### src/include/swss_pkg.sv
// Purpose: Constants and carrier types for the single-wire slave signaling engine
// Assumes: 40 MHz clock; line input is asynchronous and synchronised in the core
// Notes: Timing figures are slave-side choices inside the documented windows
package swss_pkg;

    // ************************************************************
    // Clock and timing figures
    // ************************************************************
    localparam int CLK_MHZ = 40;
    // Times in nanoseconds
    localparam int STD_RESET_NS = 480000;     // Shortest standard reset low
    localparam int STD_OD_EXIT_NS = 690000;   // Long reset leaving overdrive
    localparam int OD_RESET_NS = 48000;       // Shortest overdrive reset low
    localparam int OD_RESET_MAX_NS = 80000;   // Longest overdrive reset kept in overdrive
    localparam int STD_PDH_NS = 30000;        // presence_delay standard
    localparam int OD_PDH_NS = 3000;
    localparam int STD_PDL_NS = 120000;       // presence_low_time standard
    localparam int OD_PDL_NS = 12000;
    localparam int STD_SAMPLE_NS = 30000;     // Write sampling point in slot
    localparam int OD_SAMPLE_NS = 3000;
    localparam int STD_READ_HOLD_NS = 30000;  // Read-zero pulldown length
    localparam int OD_READ_HOLD_NS = 3000;
    localparam int STD_FILT_NS = 1000;        // Extra falling-edge filter
    localparam int STD_REH_NS = 5000;         // rising_edge_holdoff standard
    localparam int OD_REH_NS = 2000;
    localparam int CLK_NS = 1000 / CLK_MHZ;

    // Cycle counts: least times round up, longest round down
    localparam int STD_RESET_CYC = (STD_RESET_NS + CLK_NS - 1) / CLK_NS;
    localparam int STD_OD_EXIT_CYC = (STD_OD_EXIT_NS + CLK_NS - 1) / CLK_NS;
    localparam int OD_RESET_CYC = (OD_RESET_NS + CLK_NS - 1) / CLK_NS;
    localparam int OD_RESET_MAX_CYC = OD_RESET_MAX_NS / CLK_NS;
    localparam int STD_PDH_CYC = (STD_PDH_NS + CLK_NS - 1) / CLK_NS;
    localparam int OD_PDH_CYC = (OD_PDH_NS + CLK_NS - 1) / CLK_NS;
    localparam int STD_PDL_CYC = (STD_PDL_NS + CLK_NS - 1) / CLK_NS;
    localparam int OD_PDL_CYC = (OD_PDL_NS + CLK_NS - 1) / CLK_NS;
    localparam int STD_SAMPLE_CYC = STD_SAMPLE_NS / CLK_NS;
    localparam int OD_SAMPLE_CYC = OD_SAMPLE_NS / CLK_NS;
    localparam int STD_READ_HOLD_CYC = STD_READ_HOLD_NS / CLK_NS;
    localparam int OD_READ_HOLD_CYC = OD_READ_HOLD_NS / CLK_NS;
    localparam int STD_FILT_CYC = (STD_FILT_NS + CLK_NS - 1) / CLK_NS;
    localparam int STD_REH_CYC = (STD_REH_NS + CLK_NS - 1) / CLK_NS;
    localparam int OD_REH_CYC = (OD_REH_NS + CLK_NS - 1) / CLK_NS;

    localparam int CNT_W = 16;
    localparam int FILT_W = 6;

    // ************************************************************
    // Carrier types
    // ************************************************************
    // Received bit toward the command layer
    typedef struct packed {
        logic valid;   // One-cycle pulse
        logic data;
    } swss_rx_t;

    // Line events toward the command layer
    typedef struct packed {
        logic reset_seen;    // One-cycle pulse on reset detection
        logic presence_done; // One-cycle pulse at end of presence pulse, before recovery hold-off
        logic slot_start;    // One-cycle pulse at accepted falling edge
    } swss_evt_t;

endpackage

### src/hw/swss_core.sv
// Purpose: Slave-side bit signaling engine for a single-wire open-drain bus
// Assumes: Master originates every slot; line pin synchronised here
// Notes: Byte and command layers sit outside and feed tx_bit and overdrive set
`timescale 1ns/1ps
module swss_core
    import swss_pkg::*;
(
    // Clock and reset
    input wire logic clk,
    input wire logic reset_n,
    // Bus line, open-drain
    input wire logic line_in,
    output logic line_out,
    output logic line_oe,
    // Command layer
    input wire logic tx_bit,
    input wire logic fast_speed_set,
    output swss_rx_t rx,
    output swss_evt_t evt,
    output logic fast_speed_flag
);

    // ************************************************************
    // Line synchroniser
    // ************************************************************
    logic sync1_r;
    logic sync2_r;

    // Two stages; only the second is read
    always_ff @(posedge clk or negedge reset_n) begin
        if (!reset_n) begin
            sync1_r <= 1'b1;
            sync2_r <= 1'b1;
        end else begin
            sync1_r <= line_in;
            sync2_r <= sync1_r;
        end
    end

    wire logic line_low = !sync2_r;

    // ************************************************************
    // State machine
    // ************************************************************
    typedef enum logic [5:0] {
        ST_IDLE = 6'h01,   // Waiting for a slot or reset
        ST_SLOT = 6'h02,   // Slot timer running
        ST_WAITH = 6'h04,  // Waiting for line to go high
        ST_REH = 6'h08,    // Rising-edge hold-off
        ST_PDH = 6'h10,    // Presence delay
        ST_PDL = 6'h20     // Presence pulse driven
    } swss_state_t;

    swss_state_t state_r;
    swss_state_t state_nxt;
    logic fast_r;
    logic fast_nxt;
    logic [CNT_W-1:0] tmr_r;
    logic [CNT_W-1:0] tmr_nxt;
    logic drive_r;
    logic drive_nxt;
    logic bit_r;
    logic rx_valid_r;
    logic rx_valid_nxt;
    logic rx_data_r;
    logic rx_data_nxt;
    logic rst_pulse_r;
    logic rst_pulse_nxt;
    logic pres_done_r;
    logic pres_done_nxt;
    logic slot_pulse_r;
    logic slot_pulse_nxt;

    // ************************************************************
    // Line measurement
    // ************************************************************
    logic [CNT_W-1:0] low_cnt;
    logic [FILT_W-1:0] filt_cnt;

    // Length of the current low, for reset detection
    swss_lowcnt #(.W(CNT_W)) u_low (
        .clk(clk),
        .reset_n(reset_n),
        .cond(line_low),
        .count(low_cnt)
    );

    // Short run-length for the falling-edge filter
    swss_lowcnt #(.W(FILT_W)) u_filt (
        .clk(clk),
        .reset_n(reset_n),
        .cond(line_low),
        .count(filt_cnt)
    );

    wire logic [CNT_W-1:0] t_pdh = fast_r ? CNT_W'(OD_PDH_CYC) : CNT_W'(STD_PDH_CYC);
    wire logic [CNT_W-1:0] t_pdl = fast_r ? CNT_W'(OD_PDL_CYC) : CNT_W'(STD_PDL_CYC);
    wire logic [CNT_W-1:0] t_smp = fast_r ? CNT_W'(OD_SAMPLE_CYC) : CNT_W'(STD_SAMPLE_CYC);
    wire logic [CNT_W-1:0] t_hold = fast_r ? CNT_W'(OD_READ_HOLD_CYC) : CNT_W'(STD_READ_HOLD_CYC);
    wire logic [CNT_W-1:0] t_reh = fast_r ? CNT_W'(OD_REH_CYC) : CNT_W'(STD_REH_CYC);

    wire logic edge_ok = fast_r ? line_low : (filt_cnt >= FILT_W'(STD_FILT_CYC));

    // reset length class, decided at release
    wire logic long_rst = low_cnt >= CNT_W'(STD_OD_EXIT_CYC);
    wire logic std_rst = low_cnt >= CNT_W'(STD_RESET_CYC);
    wire logic od_rst = (low_cnt >= CNT_W'(OD_RESET_CYC)) && (low_cnt <= CNT_W'(OD_RESET_MAX_CYC));
    wire logic rst_len = fast_r ? (od_rst || long_rst) : std_rst;
    // Reset recognised at the rising edge that ends the low
    wire logic rst_end = rst_len && !line_low && (state_r != ST_PDL);

    // ************************************************************
    // Next-state logic
    // ************************************************************
    always_comb begin
        state_nxt = state_r;
        fast_nxt = fast_r;
        tmr_nxt = tmr_r + 1'b1;
        drive_nxt = drive_r;
        rx_valid_nxt = 1'b0;
        rx_data_nxt = rx_data_r;
        rst_pulse_nxt = 1'b0;
        pres_done_nxt = 1'b0;
        slot_pulse_nxt = 1'b0;
        if (fast_speed_set) begin
            fast_nxt = 1'b1;
        end
        if (rst_end) begin
            state_nxt = ST_PDH;
            tmr_nxt = '0;
            drive_nxt = 1'b0;
            rst_pulse_nxt = 1'b1;
            // long reset back to standard speed; a set landing together wins
            if (long_rst && !fast_speed_set) begin
                fast_nxt = 1'b0;
            end
        end else begin
            case (state_r)
                ST_IDLE: begin
                    // accepted falling edge starts slot timer
                    if (edge_ok) begin
                        state_nxt = ST_SLOT;
                        tmr_nxt = '0;
                        slot_pulse_nxt = 1'b1;
                        drive_nxt = !tx_bit;
                    end
                end
                ST_SLOT: begin
                    if (tmr_r == t_smp) begin
                        rx_valid_nxt = 1'b1;
                        // Line level; a read zero reports zero
                        rx_data_nxt = !line_low && bit_r;
                    end
                    if (tmr_r >= t_hold) begin
                        drive_nxt = 1'b0;
                    end
                    if ((tmr_r >= t_smp) && (tmr_r >= t_hold)) begin
                        state_nxt = ST_WAITH;
                    end
                end
                ST_WAITH: begin
                    // recovery hold-off starts at line high
                    if (!line_low) begin
                        state_nxt = ST_REH;
                        tmr_nxt = '0;
                    end
                end
                ST_REH: begin
                    if (tmr_r >= t_reh) begin
                        state_nxt = ST_IDLE;
                    end
                end
                ST_PDH: begin
                    if (tmr_r >= t_pdh) begin
                        state_nxt = ST_PDL;
                        tmr_nxt = '0;
                        drive_nxt = 1'b1;
                    end
                end
                ST_PDL: begin
                    // ends into recovery, then ready for slots
                    if (tmr_r >= t_pdl) begin
                        drive_nxt = 1'b0;
                        state_nxt = ST_WAITH;
                        pres_done_nxt = 1'b1;
                    end
                end
                default: begin
                    state_nxt = ST_IDLE;
                    drive_nxt = 1'b0;
                end
            endcase
        end
    end

    // ************************************************************
    // State registers
    // ************************************************************
    // standard speed after reset
    always_ff @(posedge clk or negedge reset_n) begin
        if (!reset_n) begin
            state_r <= ST_WAITH;
            fast_r <= 1'b0;
            tmr_r <= '0;
            drive_r <= 1'b0;
        end else begin
            state_r <= state_nxt;
            fast_r <= fast_nxt;
            tmr_r <= (tmr_r == '1 && tmr_nxt == '0 && state_nxt == state_r) ? tmr_r : tmr_nxt;
            drive_r <= drive_nxt;
        end
    end

    // Bit latched at slot start so a late change cannot corrupt it
    always_ff @(posedge clk or negedge reset_n) begin
        if (!reset_n) begin
            bit_r <= 1'b1;
        end else if (state_r == ST_IDLE && edge_ok) begin
            bit_r <= tx_bit;
        end
    end

    // Event outputs
    always_ff @(posedge clk or negedge reset_n) begin
        if (!reset_n) begin
            rx_valid_r <= 1'b0;
            rx_data_r <= 1'b0;
            rst_pulse_r <= 1'b0;
            pres_done_r <= 1'b0;
            slot_pulse_r <= 1'b0;
        end else begin
            rx_valid_r <= rx_valid_nxt;
            rx_data_r <= rx_data_nxt;
            rst_pulse_r <= rst_pulse_nxt;
            pres_done_r <= pres_done_nxt;
            slot_pulse_r <= slot_pulse_nxt;
        end
    end

    // ************************************************************
    // Outputs
    // ************************************************************
    assign line_out = 1'b0;         // Open drain only ever pulls low
    assign line_oe = drive_r;
    assign fast_speed_flag = fast_r;
    assign rx = '{valid: rx_valid_r, data: rx_data_r};
    assign evt = '{reset_seen: rst_pulse_r, presence_done: pres_done_r, slot_start: slot_pulse_r};

endmodule // swss_core

### src/hw/swss_lowcnt.sv
// Purpose: Counts consecutive cycles of a condition, saturating
// Assumes: Single clock domain
// Notes: Used for line-low length and glitch filter
`timescale 1ns/1ps
module swss_lowcnt #(
    parameter int W = 16
) (
    // Clock and reset
    input wire logic clk,
    input wire logic reset_n,
    // Condition and count
    input wire logic cond,
    output logic [W-1:0] count
);

    // ************************************************************
    // Saturating run-length counter
    // ************************************************************
    logic [W-1:0] count_r;
    logic [W-1:0] count_nxt;
    wire logic at_max = &count_r;

    // Hold at max so very long lows never wrap into short ones
    assign count_nxt = !cond ? '0 : (at_max ? count_r : count_r + 1'b1);
    assign count = count_r;

    // Counter register
    always_ff @(posedge clk or negedge reset_n) begin
        if (!reset_n) begin
            count_r <= '0;
        end else begin
            count_r <= count_nxt;
        end
    end

endmodule // swss_lowcnt

### config.mk
export PLATFORM = sky130hd
export DESIGN_NAME = swss_core
export DESIGN_NICKNAME = d
export VERILOG_FILES = /design/src/include/swss_pkg.sv /design/src/hw/swss_core.sv /design/src/hw/swss_lowcnt.sv
export SDC_FILE = /design/constraint.sdc
export NUM_CORES = 1
export LEC_CHECK = 0
export ABC_CLOCK_PERIOD_IN_PS = 4100
export BUFFER_PORTS_ARGS = -buffer_cell sky130_fd_sc_hd__buf_2
export CELL_PAD_IN_SITES_DETAIL_PLACEMENT = 0
export CELL_PAD_IN_SITES_GLOBAL_PLACEMENT = 1
export CORE_MARGIN = 5
export CORE_UTILIZATION = 35
export CTS_CLUSTER_DIAMETER = 30
export DETAILED_ROUTE_END_ITERATION = 8
export GPL_TIMING_DRIVEN = 0
export PLACE_DENSITY_LB_ADDON = 0.1
export SLEW_MARGIN = 20
export SYNTH_ARGS = -nofsm -noshare
export SYNTH_HDL_FRONTEND = slang
export SYNTH_SLANG_ARGS = --single-unit
export TNS_END_PERCENT = 50
### constraint.sdc
create_clock -name clk -period 4.1 [get_ports clk]
set_input_delay 0.615 -clock clk [delete_from_list [all_inputs] [get_ports clk]]
set_output_delay 0.615 -clock clk [all_outputs]
set_load 0.01 [all_outputs]
==> metrics.txt <==
peak supply drop=~0.19 mV; compound-gate portion of the synthesized area=0.125; Final min period=approximately 3.8 ns; multiplexer share of the synthesized area=0.0176; share of layout cells above drive strength 1=0.105; register area share after synthesis=0.382; endpoints failing setup=0; CP Cell Sequence=ha_1, or4b_2, nor4b_1, a211oi_2, nand2b_1, a31oi_1, mux2i_1, nand4_2, buf_6, nand2_1; Worst path slowest cell=nor4b_1; RR Startpoint=fast_speed_flag; Post-DP HPWL=between 6 and 7 mm; Clock Sinks=54; worst path bufs/invs=1; initial antenna violation count=0; largest family of logic cells by synthesized area=simple AND/OR/NAND/NOR gates; Total Power=approximately 0.0014 W; Post-Synth XOR/XNOR Area=0.0691; FP Rows=36; Internal=between 0.0009 and 0.001 W; maxcap violations=0; Vias=approximately 3000; HP Class=in -> async; setup TNS=0 ns; leak pwr=~1.7 nW; Routed Antenna Nets=0; post_cts resized=0; Synth Area in Adders=0.0564; Post-Synth Simple-Gate Area=0.291; TritonCTS clock tree=built; Hold-fix buffers, CTS=0; register share of total power=0.454; H-tree levels=2; final worst-path cycle share=0.922; Worst setup EP type=flop; clk_skew=roughly 0.0074 ns; #FFs+latches synth=54; Peak Freq=around 260 MHz; area grow syn2layout=9.74%; WP data arrival=~4.0 ns; fillers=between 1000 and 1500; switching pwr=approximately 0.00045 W; DR vias/cell=approximately 5.2; Top Family by Delay on Critical Path=simple AND/OR/NAND/NOR gates; Post-CTS Setup Inserts=0; Startpoint Class=flop; Synth Instances=between 400 and 500; Clk network pwr share=0.274; GR Overflow Total=0; Max FO, Critical Path=11; Yosys warnings=0; Num CTS Buffers=5; clk slew on worst S/H paths=around 0.10 ns; Pins Over Slew Limit=0; number of global-route vias before repair=just under 3000; io pins=13; Mapped Area=between 0.003 and 0.004 mm^2; largest net degree at the start of global routing=55; Starting Density=0.361; worst r2r dst=tmr_r[12]; Placed Area=roughly 0.0038 mm^2; Net Sw Frac=0.326; RSZ-0062 raised after global routing=no; CTS root buf=clkbuf_8; worst slew pin tran=between 0.7 and 0.8 ns; outcome=completed; critical path class=reg -> reg; Die Ht=between 100 and 150 um; CP max stage delay=slightly above 0.7 ns; n_diodes=0; CP required=about 4.3 ns; Cell variety after synth=between 60 and 70; Hold WS=0.357 ns; Mean Syn Cell Area=8.45 um^2; Final Hold Fails=0; PortBufs=11; Die W=111 um; GR Util All Layers=0.149; reg-to-reg slack, setup=0.32 ns; worst skew pair latency=about 0.30 ns; initial drt markers=around 120; FF-to-FF path depth=10; Power Density=353 mW/mm^2; Max Root-Sink Buffers=2; Nets=about 460; predominant post-synthesis flop cell=dfrtp_1; Routed WL per cell=between 15 and 20 um; Rel. slew slack=0.482; GP Congestion=~0.79; Synth Net Count=around 440; Detailed Route WL=a little under 9 mm; drt first pass iters=4; Async SR Flop Fraction=1.00; die area=~0.012 mm^2; final instance area=0.00389 mm^2; # DRC=0; Combinational Power Share=0.273; EDFF count, synth=0; global-route wire length before repair=about 15 mm; core area=between 0.009 and 0.01 mm^2
==> metrics by stage <==
stage / instances / setup WS (ns) / utilization
floorplan: 420 / 1.12 / -
global placement: 564 / 0.303 / 0.384
detailed placement: 564 / 0.279 / 0.384
CTS: 572 / 0.230 / 0.396
global route: 572 / 0.128 / 0.396
finish: 572 / 0.320 / 0.396
==> how the worst max path moves through the flow <==
| stage | from | endpoint | slack (ns) | cells after the start |
|---|---|---|---|---|
| after floorplan | fast_speed_flag | tmr_r[10] | 1.12 | 11 |
| after global placement | fast_speed_flag | tmr_r[11] | 0.30 | 11 |
| after detailed placement | fast_speed_flag | tmr_r[12] | 0.28 | 10 |
| after CTS | fast_speed_flag | tmr_r[12] | 0.23 | 10 |
| after global routing | fast_speed_flag | tmr_r[8] | 0.13 | 10 |
| final | fast_speed_flag | tmr_r[12] | 0.32 | 10 |
==> power by group through the flow <==
stage / clock network (W) / logic [W] / registers (W)
after detailed placement: 0 / 0.000379 / 0.000633
final: 0.000376 / 0.000375 / 0.000623
after global placement: 0 / 0.000381 / 0.000632
after CTS: 0.000400 / 0.000381 / 0.000622
after floorplan: 0 / 0.000273 / 0.000625
after global routing: 0.000421 / 0.000429 / 0.000634
==> final cells by class <==
cell class | instances | area, um^2 | share of cell area
Tap cell | 133 | 166 | 0.0428
Clock buffer | 7 | 86.3 | 0.0222
Buffer | 31 | 155 | 0.0399
Multi-Input combinational cell | 322 | 1990 | 0.512
Sequential cell | 54 | 1360 | 0.348
Timing Repair Buffer | 11 | 57.6 | 0.0148
Inverter | 13 | 48.8 | 0.0125
Clock inverter | 1 | 30.0 | 0.00771
==> flip-flops by register name, summed over array words and instances (netlist names), 6 cells and up <==
name	cells
tmr_r	16
state_r	6
u_filt.count	6
u_low.count	16
==> cells by family (layout without fill, tap and decap cells) <==
group	after synthesis	in the layout
fa+ha+maj	16	16
simple gates	206	206
flops	54	54
compound gates	65	65
buf+inv	44	63
mux	6	6
other cells	1	1
xor+xnor	28	28
==> cell usage in the layout, fill, tap and decap left out, types with 12 or more instances in the layout <==
cell type  instances
nor2_1            51
dfrtp_1           50
o21ai_0           15
nand2_1           59
a21oi_1           14
clkbuf_1          22
nand3_1           19
nor3_1            13
nand4_1           12
xor2_1            17
inv_1             12
ha_1              16
==> per-layer routing <==
layer	track usage	wire length, um	vias up
met1	0.221	4490	1406
met2	0.229	3850	52
met3	0.0218	286	4
met4	0.0312	68	0
li1	-	-	1502
met5	0	0	-
==> cell usage after synthesis (all sizes together), types with 2 or more instances <==
library cell,count,share of area
mux2i,4,0.011
a311oi,2,0.0067
nand3,19,0.027
buf,10,0.022
o211ai,3,0.0063
o211a,2,0.0056
nand4,13,0.025
nand2,60,0.064
or2,3,0.0053
nand3b,4,0.0085
nor2,51,0.054
or3,2,0.0035
dfstp,4,0.030
xnor2,11,0.027
o22ai,3,0.0053
o21a,2,0.0042
nor3b,3,0.0063
and3,4,0.0071
nand2b,6,0.011
a31oi,4,0.0071
nor4b,4,0.0099
dfrtp,50,0.35
o21ai,17,0.024
a211o,2,0.0049
a211oi,4,0.0085
a21boi,2,0.0053
inv,13,0.014
or4,4,0.011
nor2b,3,0.0053
clkbuf,21,0.022
and4,2,0.0049
ha,16,0.056
nor3,13,0.018
mux2,2,0.0063
nor4,8,0.014
xor2,17,0.042
nand4b,3,0.0074
a21oi,15,0.022
Power figures use the tool's default switching activity.
